**src/design/tmc_defines.svh**
```systemverilog
// constants for the eight bit timer/counter: offsets, fields, reset values, timing
//
// Summary of operation
// - count source select clear gives timer mode, one step per instruction cycle.
// - a write to the count register suppresses counting for two instruction cycles.
// - count source select set gives counter mode, stepping on external input edges.
// - counter mode steps on rising edge, or falling edge when edge select is set.
// - prescaler assign clear gives prescaler to timer, set gives it to watchdog.
// - one prescaler only; timer runs unscaled while it serves the watchdog.
// - timer prescale ratios run from 1:2 to 1:256 in powers of two.
// - prescaler counter has no address; software can neither read nor write it.
// - count register is eight bits, read/write, fed by eight bit prescaler.
// - count rolling from ff to 00 sets the overflow flag.
// - overflow request reaches the interrupt only while its enable bit is set.
// - counting stops during sleep, so overflow never wakes the processor.
// - external count input is synchronised before it steps the count register.
// - prescaler output or raw input is sampled on phases two and four.
// - with prescaler on timer, a count register write clears the prescaler.
// - prescaler assign and ratio field sit in config bits three down to zero.
`ifndef TMC_DEFINES_SVH
`define TMC_DEFINES_SVH

// ----------------------------------------------------------------------------
// register indices and apb byte addresses (byte address is four times index)
// ----------------------------------------------------------------------------
`define TMC_IDX_COUNT 8'h01
`define TMC_IDX_IRQ 8'h0b
`define TMC_IDX_CFG 8'h81
`define TMC_ADDR_COUNT 12'h004
`define TMC_ADDR_IRQ 12'h02c
`define TMC_ADDR_CFG 12'h204

// ----------------------------------------------------------------------------
// fields and reset values
// ----------------------------------------------------------------------------
`define TMC_CFG_RESET 8'hff
`define TMC_CFG_SRC_BIT 5
`define TMC_CFG_EDGE_BIT 4
`define TMC_CFG_ASSIGN_BIT 3
`define TMC_CFG_RATIO_HI 2
`define TMC_CFG_RATIO_LO 0
`define TMC_IRQ_EN_BIT 5
`define TMC_IRQ_FLAG_BIT 2
`define TMC_COUNT_MAX 8'hff
`define TMC_COUNT_ZERO 8'h00

// ----------------------------------------------------------------------------
// timing: instruction cycles during which a write blocks counting
// ----------------------------------------------------------------------------
`define TMC_INHIBIT_CYCLES 2'h2

`endif

```
**src/design/tmc_pkg.sv**
```systemverilog
// types shared by the timer/counter design files
package tmc_pkg;

  // four internal phases make one instruction cycle
  typedef enum logic [1:0] {
    TMC_Q1 = 2'b00,
    TMC_Q2 = 2'b01,
    TMC_Q3 = 2'b10,
    TMC_Q4 = 2'b11
  } tmc_phase_t;

endpackage

```
**src/design/tmc_sync.sv**
```systemverilog
// two flip-flop synchroniser for one asynchronous input
`timescale 1ns/1ps
`default_nettype none

module tmc_sync (
  input wire logic clk,
  input wire logic rst,
  input wire logic d,
  output logic q
);

  logic meta;

  // first stage feeds only the second stage
  always_ff @(posedge clk or posedge rst) begin
    if (rst) begin
      meta <= 1'b0;
      q <= 1'b0;
    end else begin
      meta <= d;
      q <= meta;
    end
  end

endmodule

`default_nettype wire

```
**src/design/tmc_prescaler.sv**
```systemverilog
// shared prescaler counter with a selectable output tap
`timescale 1ns/1ps
`default_nettype none

module tmc_prescaler #(
  parameter int WIDTH = 8,
  parameter int SEL_W = 3
) (
  input wire logic clk,
  input wire logic rst,
  input wire logic clear,
  input wire logic tick,
  input wire logic [SEL_W-1:0] ratio,
  output logic tap,
  output logic [WIDTH-1:0] count
);

  // no register address reaches this counter
  always_ff @(posedge clk or posedge rst) begin
    if (rst) begin
      count <= '0;
    end else if (clear) begin
      count <= '0;
    end else if (tick) begin
      count <= count + {{(WIDTH-1){1'b0}}, 1'b1};
    end
  end

  // tap 0 toggles on every tick, so ratio 0 divides by two
  assign tap = count[ratio];

endmodule

`default_nettype wire

```
**src/design/tmc_timer.sv**
```systemverilog
// eight bit timer/counter with shared prescaler, overflow interrupt and apb slave
//
// The APB slave port is this design's own decision.
`timescale 1ns/1ps
`default_nettype none
`include "tmc_defines.svh"

module tmc_timer #(
  parameter int ADDR_W = 12,
  parameter int PRE_W = 8
) (
  input wire logic CLK,
  input wire logic RST,
  input wire logic PSEL,
  input wire logic PENABLE,
  input wire logic PWRITE,
  input wire logic [ADDR_W-1:0] PADDR,
  input wire logic [31:0] PWDATA,
  output logic [31:0] PRDATA,
  output logic PREADY,
  output logic PSLVERR,
  input wire logic EXT_COUNT_PIN,
  input wire logic SLEEP,
  input wire logic WDT_TICK,
  input wire logic WDT_CLEAR,
  output logic WDT_POST_TICK,
  output logic IRQ
);

  // --------------------------------------------------------------------------
  // state
  // --------------------------------------------------------------------------
  tmc_pkg::tmc_phase_t phase;
  tmc_pkg::tmc_phase_t next_phase;
  logic [7:0] count;
  logic [7:0] next_count;
  logic [7:0] cfg;
  logic irq_flag;
  logic irq_en;
  logic next_flag;
  logic [1:0] inhibit;
  logic src_prev;
  logic samp;
  logic tap_prev;
  logic pin_s;
  logic pre_tap;
  logic [PRE_W-1:0] pre_count;

  // --------------------------------------------------------------------------
  // apb decode
  // --------------------------------------------------------------------------
  wire sel_count = PADDR == `TMC_ADDR_COUNT;
  wire sel_irq = PADDR == `TMC_ADDR_IRQ;
  wire sel_cfg = PADDR == `TMC_ADDR_CFG;
  wire mapped = sel_count | sel_irq | sel_cfg;
  wire setup = PSEL & ~PENABLE;
  wire access = PSEL & PENABLE;
  wire wr = access & PWRITE & PREADY;
  wire wr_count = wr & sel_count;
  wire wr_irq = wr & sel_irq;
  wire wr_cfg = wr & sel_cfg;

  // zero wait states; unmapped addresses answer with an error
  assign PREADY = 1'b1;
  assign PSLVERR = access & ~mapped;

  // --------------------------------------------------------------------------
  // config fields
  // --------------------------------------------------------------------------
  wire cfg_src = cfg[`TMC_CFG_SRC_BIT];
  wire cfg_edge = cfg[`TMC_CFG_EDGE_BIT];
  wire assign_wdt = cfg[`TMC_CFG_ASSIGN_BIT];
  wire [2:0] ratio = cfg[`TMC_CFG_RATIO_HI:`TMC_CFG_RATIO_LO];

  // --------------------------------------------------------------------------
  // read mux, captured in the setup cycle
  // --------------------------------------------------------------------------
  wire [7:0] irq_view = ({7'h00, irq_en} << `TMC_IRQ_EN_BIT) |
                        ({7'h00, irq_flag} << `TMC_IRQ_FLAG_BIT);
  wire [7:0] rd_byte = sel_count ? count :
                       sel_irq ? irq_view :
                       sel_cfg ? cfg : 8'h00;

  always_ff @(posedge CLK or posedge RST) begin
    if (RST) begin
      PRDATA <= 32'h00000000;
    end else if (setup & ~PWRITE) begin
      PRDATA <= {24'h000000, rd_byte};
    end
  end

  // --------------------------------------------------------------------------
  // instruction cycle phases
  // --------------------------------------------------------------------------
  always_comb begin
    case (phase)
      tmc_pkg::TMC_Q1: next_phase = tmc_pkg::TMC_Q2;
      tmc_pkg::TMC_Q2: next_phase = tmc_pkg::TMC_Q3;
      tmc_pkg::TMC_Q3: next_phase = tmc_pkg::TMC_Q4;
      tmc_pkg::TMC_Q4: next_phase = tmc_pkg::TMC_Q1;
      default: next_phase = tmc_pkg::TMC_Q1;
    endcase
  end

  wire at_q2 = phase == tmc_pkg::TMC_Q2;
  wire at_q4 = phase == tmc_pkg::TMC_Q4;

  // --------------------------------------------------------------------------
  // count source
  // --------------------------------------------------------------------------
  tmc_sync u_pin_sync (
    .clk(CLK),
    .rst(RST),
    .d(EXT_COUNT_PIN),
    .q(pin_s)
  );

  // internal source is high in the second half of each instruction cycle
  wire int_level = (phase == tmc_pkg::TMC_Q3) | at_q4;
  wire ext_level = pin_s ^ cfg_edge;
  wire src_level = cfg_src ? ext_level : int_level;
  wire src_rise = src_level & ~src_prev;

  // --------------------------------------------------------------------------
  // shared prescaler
  // --------------------------------------------------------------------------
  // the timer side stops in sleep; the watchdog side keeps its own tick
  wire pre_tick = assign_wdt ? WDT_TICK : (src_rise & ~SLEEP);
  wire pre_clear = assign_wdt ? WDT_CLEAR : wr_count;

  tmc_prescaler #(
    .WIDTH(PRE_W),
    .SEL_W(3)
  ) u_prescaler (
    .clk(CLK),
    .rst(RST),
    .clear(pre_clear),
    .tick(pre_tick),
    .ratio(ratio),
    .tap(pre_tap),
    .count(pre_count)
  );

  // watchdog sees no scaling of the timer and vice versa
  wire pre_level = assign_wdt ? src_level : pre_tap;

  // --------------------------------------------------------------------------
  // phase sampling and increment
  // --------------------------------------------------------------------------
  wire samp_point = at_q2 | at_q4;
  wire samp_rise = samp_point & pre_level & ~samp;
  wire inc = samp_rise & (inhibit == 2'h0) & ~SLEEP;
  wire overflow = inc & (count == `TMC_COUNT_MAX) & ~wr_count;

  // a write overrides an increment in the same cycle
  assign next_count = wr_count ? PWDATA[7:0] :
                      inc ? count + 8'h01 : count;

  // an overflow in the clearing cycle survives the clear
  wire flag_clr = wr_irq & PWDATA[`TMC_IRQ_FLAG_BIT];
  assign next_flag = overflow | (irq_flag & ~flag_clr);

  always_ff @(posedge CLK or posedge RST) begin
    if (RST) begin
      phase <= tmc_pkg::TMC_Q1;
      src_prev <= 1'b0;
      // reset config counts falling edges, so an idle low pin reads as level one
      samp <= 1'b1;
      tap_prev <= 1'b0;
    end else begin
      phase <= next_phase;
      src_prev <= src_level;
      tap_prev <= pre_tap;
      if (samp_point) begin
        samp <= pre_level;
      end
    end
  end

  always_ff @(posedge CLK or posedge RST) begin
    if (RST) begin
      count <= `TMC_COUNT_ZERO;
      irq_flag <= 1'b0;
    end else begin
      count <= next_count;
      irq_flag <= next_flag;
    end
  end

  // blocks the increments of the write cycle and the one after it
  always_ff @(posedge CLK or posedge RST) begin
    if (RST) begin
      inhibit <= 2'h0;
    end else if (wr_count) begin
      inhibit <= `TMC_INHIBIT_CYCLES;
    end else if (at_q4 && inhibit != 2'h0) begin
      inhibit <= inhibit - 2'h1;
    end
  end

  // --------------------------------------------------------------------------
  // software registers
  // --------------------------------------------------------------------------
  always_ff @(posedge CLK or posedge RST) begin
    if (RST) begin
      cfg <= `TMC_CFG_RESET;
      irq_en <= 1'b0;
    end else begin
      if (wr_cfg) begin
        cfg <= PWDATA[7:0];
      end
      if (wr_irq) begin
        irq_en <= PWDATA[`TMC_IRQ_EN_BIT];
      end
    end
  end

  // --------------------------------------------------------------------------
  // outputs
  // --------------------------------------------------------------------------
  always_ff @(posedge CLK or posedge RST) begin
    if (RST) begin
      IRQ <= 1'b0;
      WDT_POST_TICK <= 1'b0;
    end else begin
      IRQ <= next_flag & irq_en;
      WDT_POST_TICK <= assign_wdt & pre_tap & ~tap_prev;
    end
  end
endmodule

`default_nettype wire

```
**config.mk**
```make
export PLATFORM = sky130hd
export DESIGN_NAME = tmc_timer
export DESIGN_NICKNAME = d
export VERILOG_FILES = /design/src/design/tmc_pkg.sv /design/src/design/tmc_sync.sv /design/src/design/tmc_prescaler.sv /design/src/design/tmc_timer.sv
export VERILOG_INCLUDE_DIRS = /design/src /design/src/design
export SDC_FILE = /design/constraint.sdc
export NUM_CORES = 1
export LEC_CHECK = 0
export ABC_AREA = 1
export BUFFER_PORTS_ARGS = -buffer_cell sky130_fd_sc_hd__buf_2
export CAP_MARGIN = 20
export CORE_ASPECT_RATIO = 0.5
export CORE_UTILIZATION = 44
export DETAILED_ROUTE_END_ITERATION = 8
export GPL_TIMING_DRIVEN = 0
export PLACE_DENSITY = 0.7
export SLEW_MARGIN = 20
export SYNTH_ARGS = -nofsm -noshare
export SYNTH_HDL_FRONTEND = slang
export SYNTH_HIERARCHICAL = 1
export SYNTH_SLANG_ARGS = --single-unit
```
**constraint.sdc**
```tcl
create_clock -name CLK -period 3.2 [get_ports CLK]
set_input_delay 0.64 -clock CLK [delete_from_list [all_inputs] [get_ports CLK]]
set_output_delay 0.64 -clock CLK [all_outputs]
set_load 0.01 [all_outputs]
```
==> implementation parameters <==
Parameter                              Value

Outcome
  Result of the run    finished, final reports clean

Floorplanning
  Placeable core region    6130 sq um
  DIE WIDTH    115 um
  Area of the die    6740 sq um
  Y dimension of the die    58.6 um
  Effective utilization at floorplan    0.459
  Number of I/O pins    89
  Cell Rows    20

Logic synthesis
  Yosys cell types    38
  Number of synthesized flops with an enable pin    0
  Cell types occupying the most area after synthesis    sky130_fd_sc_hd__dfrtp_1 32%, sky130_fd_sc_hd__nand2_1 13%, sky130_fd_sc_hd__dfstp_2 8.4%
  Proportion of synthesized flip-flops having asynchronous set or reset    1.00
  Area share of and/or/nand/nor cells after synthesis    0.283
  Commonest register cell after synthesis    sky130_fd_sc_hd__dfrtp_1
  Mapped Area    2810 sq um
  Combinational family with the most area after synthesis    simple AND/OR/NAND/NOR gates
  Mean instance size in the synthesized netlist    7.77 sq um
  Post-synthesis mux area share    0
  Most frequent cells after synthesis    99 x sky130_fd_sc_hd__nand2_1, 60 x sky130_fd_sc_hd__inv_1, 36 x sky130_fd_sc_hd__dfrtp_1, 25 x sky130_fd_sc_hd__buf_4, 23 x sky130_fd_sc_hd__nor2_1
  Adder-cell share of the synthesized area    0.0311
  Synth Register Bits    45
  Portion of synthesized cell area occupied by the leading cell type    0.320
  YS warnings    6
  Dominant cell by count in the synthesized netlist    sky130_fd_sc_hd__nand2_1
  Leading area contributor after synthesis    sky130_fd_sc_hd__dfrtp_1
  Synthesized-area fraction occupied by ao, oa, aoi and oai cells    0.0943
  Synthesized netlist cell count    362
  Part of the Yosys area used for sequential elements    0.404
  Post-Synth XOR/XNOR Area    0.0156

Clock tree
  Number of buffers created by CTS    5
  Total number of H-tree levels    2
  Clock-pin transition on the worst setup and hold timing paths    0.06 ns
  Clock sink count    45
  Deepest clock path buffer count    2
  Clock root buffer    sky130_fd_sc_hd__clkbuf_16
  Cts hold-fix bufs    0
  Clk Latency, worst-skew pair    0.29 ns
  TritonCTS clock tree    done
  Resize count post-CTS    0
  Number of setup buffers added after CTS    0

Critical path
  Count of buffering cells on the critical path with inverters included    2
  Chain of cells forming the critical path    buf_2, or2_1, nor2_4, nand2_1, nor3b_1, buf_2
  Cell repeated most along the worst path    sky130_fd_sc_hd__buf_2
  Setup crit end kind    primary output
  Critical Path RT    2.56 ns
  Cell type of the slowest stage on the worst timing path    sky130_fd_sc_hd__or2_1
  Worst-path fanout max    8
  Critical path type    in2out
  Kind of cell with the highest combined delay on the critical path    simple AND/OR/NAND/NOR gates
  Kind of launch point of the worst setup path    input pin
  Delay contributed by the slowest stage of the critical path    0.25 ns
  Data arrival time of the critical path    1.73 ns

Placed design
  Placed cell count    512
  Final HPWL DP    4190 um
  Final RePlAce weighted congestion    0.820
  Worst slack, placed    0.651 ns
  # port buffers    39

Timing
  Maximum clock skew at final layout    0.00826 ns
  Number of endpoints with negative hold slack in the final report    0
  Max Fclk    0.421 GHz
  Setup violations, final    0
  Post-route clock period utilization    0.742
  Transition time at the pin with the least slew margin    0.852 ns
  Period minus WS final    2.37 ns
  Slew Limit Headroom    0.425
  Number of pins exceeding their max-slew limit in the final report    0
  RSZ-0062 raised after global routing    no
  Final total negative setup slack    0 ns
  Final setup margin    0.827 ns

Cells and area
  Number of nets in the finished design    491
  Share of cells above drive strength 1    0.269
  Non-Filler Instances    519
  Post-layout utilization of the core    0.547
  ANT cells    0
  Synth-to-layout area growth    19.1%

GRT
  Total congestion overflow    0
  Via count of the first global-routing pass    1978
  Total Routing Usage GR    0.178
  Wire length of the first global-routing pass    9180 um
  Number of antenna violations at the first check in global routing    0
  Maximum number of pins on one net before global-route repair    36

Power and ir drop
  Switching portion of total power    0.315
  Logic gate share of total power    0.230
  Standby leakage power    0.00188 uW
  Net Sw Power    515 uW
  Power share of the clock group    0.315
  Highest ir drop seen on vdd    0.216 mV
  Register share of total power    0.455
  Power density over the cells    488 nW/um^2
  Int Power    1120 uW

Route
  Post-detailed-route DRC marker count    0
  Vias after detailed routing    2346
  Via count normalized by instance count    4.52
  Number of detailed-route iterations in the first pass    4
  Detailed router's first-iteration violation count    146
  Aggregate routed wire length    5560 um
  Mean routed wirelength per cell    10.7 um
  Number of antenna-violating nets in the routed design    0

Min path
  Class of the tightest hold or removal check    in2async

Run
  Max-cap violations    0
## registers in the layout, indices dropped and copies added (netlist names)
register / flops
IRQ: 1
PRDATA: 8
WDT_POST_TICK: 1
cfg: 8
count: 8
inhibit: 2
irq_en: 1
irq_flag: 1
phase: 2
samp: 1
src_prev: 1
tap_prev: 1
u_pin_sync/meta: 1
u_pin_sync/q: 1
u_prescaler/count: 8
## worst paths after layout
path	startpoint	end	slack (ns)	cells after the start
worst max-delay path	PADDR[9]	PSLVERR	0.83	6
max in group asynchronous	RST	PRDATA[1]	2.25	2
worst max register to register	phase[0]	u_prescaler/count[6]	0.97	12
worst min-delay path	RST	u_pin_sync/meta	0.21	2
min in group CLK	u_pin_sync/meta	u_pin_sync/q	0.35	0
worst min register to register	u_pin_sync/meta	u_pin_sync/q	0.35	0
## cell families (layout without fill, tap and decap cells)
family / count (synthesis) / count (layout)
AO/OA/AOI/OAI: 41 / 41
AND/OR/NAND/NOR: 169 / 169
other: 2 / 25
flip-flops: 45 / 45
adder cells (fa/ha/maj): 7 / 7
buffers and inverters: 93 / 139
XOR/XNOR: 5 / 5
## metal layers
metal,up-vias,GRT usage,wire [um]
met1,1050,0.245,2690
met2,78,0.287,2520
met4,0,0.0390,17
li1,1216,-,-
met3,2,0.0463,336
met5,-,0,0
## cells in the final DEF, fill, tap and decap left out, types with 2 or more instances in the layout
cell,synthesis,layout
sky130_fd_sc_hd__nand2_1,99,99
sky130_fd_sc_hd__inv_1,60,59
sky130_fd_sc_hd__buf_2,2,41
sky130_fd_sc_hd__dfrtp_1,36,36
sky130_fd_sc_hd__buf_4,25,25
sky130_fd_sc_hd__conb_1,2,25
sky130_fd_sc_hd__nor2_1,23,23
sky130_fd_sc_hd__nand3_1,17,17
sky130_fd_sc_hd__o21ai_0,9,9
sky130_fd_sc_hd__dfstp_2,9,9
sky130_fd_sc_hd__o21ai_1,8,8
sky130_fd_sc_hd__ha_1,7,7
sky130_fd_sc_hd__nor2_4,6,6
sky130_fd_sc_hd__o22ai_1,6,6
sky130_fd_sc_hd__o21ai_2,6,6
sky130_fd_sc_hd__nand4_1,5,5
sky130_fd_sc_hd__xor2_1,5,5
sky130_fd_sc_hd__o211ai_1,5,5
sky130_fd_sc_hd__clkbuf_16,0,5
sky130_fd_sc_hd__buf_6,4,4
sky130_fd_sc_hd__nor3_2,3,3
sky130_fd_sc_hd__nor3_1,3,3
sky130_fd_sc_hd__nand2_4,2,2
sky130_fd_sc_hd__a21oi_2,2,2
sky130_fd_sc_hd__nand2_2,2,2
sky130_fd_sc_hd__or2_2,2,2
sky130_fd_sc_hd__inv_2,1,2
sky130_fd_sc_hd__a21oi_1,2,2
## final cells by class
class	instances	area, sq um
fillers	578	2780
flip-flops and latches	45	1140
inverters	62	234
multi-input cells	247	1290
plain buffers	31	243
repair buffers	39	195
clock inverters	1	7.51
clock buffers	6	139
well taps	88	110
## metrics by stage
step	hold slack [ns]	cell area (sq um)	total power, uW
2_1_floorplan	0.331	2900	1030
3_3_place_gp	0.336	3210	1110
3_5_place_dp	0.343	3210	1120
4_1_cts	0.215	3350	1640
5_1_grt	0.221	3350	1740
6_report	0.214	3350	1640
## power by group through the flow
stage	logic, uW	registers [uW]	clock network (uW)
finish	377	744	515
global route	441	757	546
CTS	379	744	520
detailed placement	374	750	0
global placement	362	749	0
floorplan	303	728	0
Power figures use the tool's default switching activity.
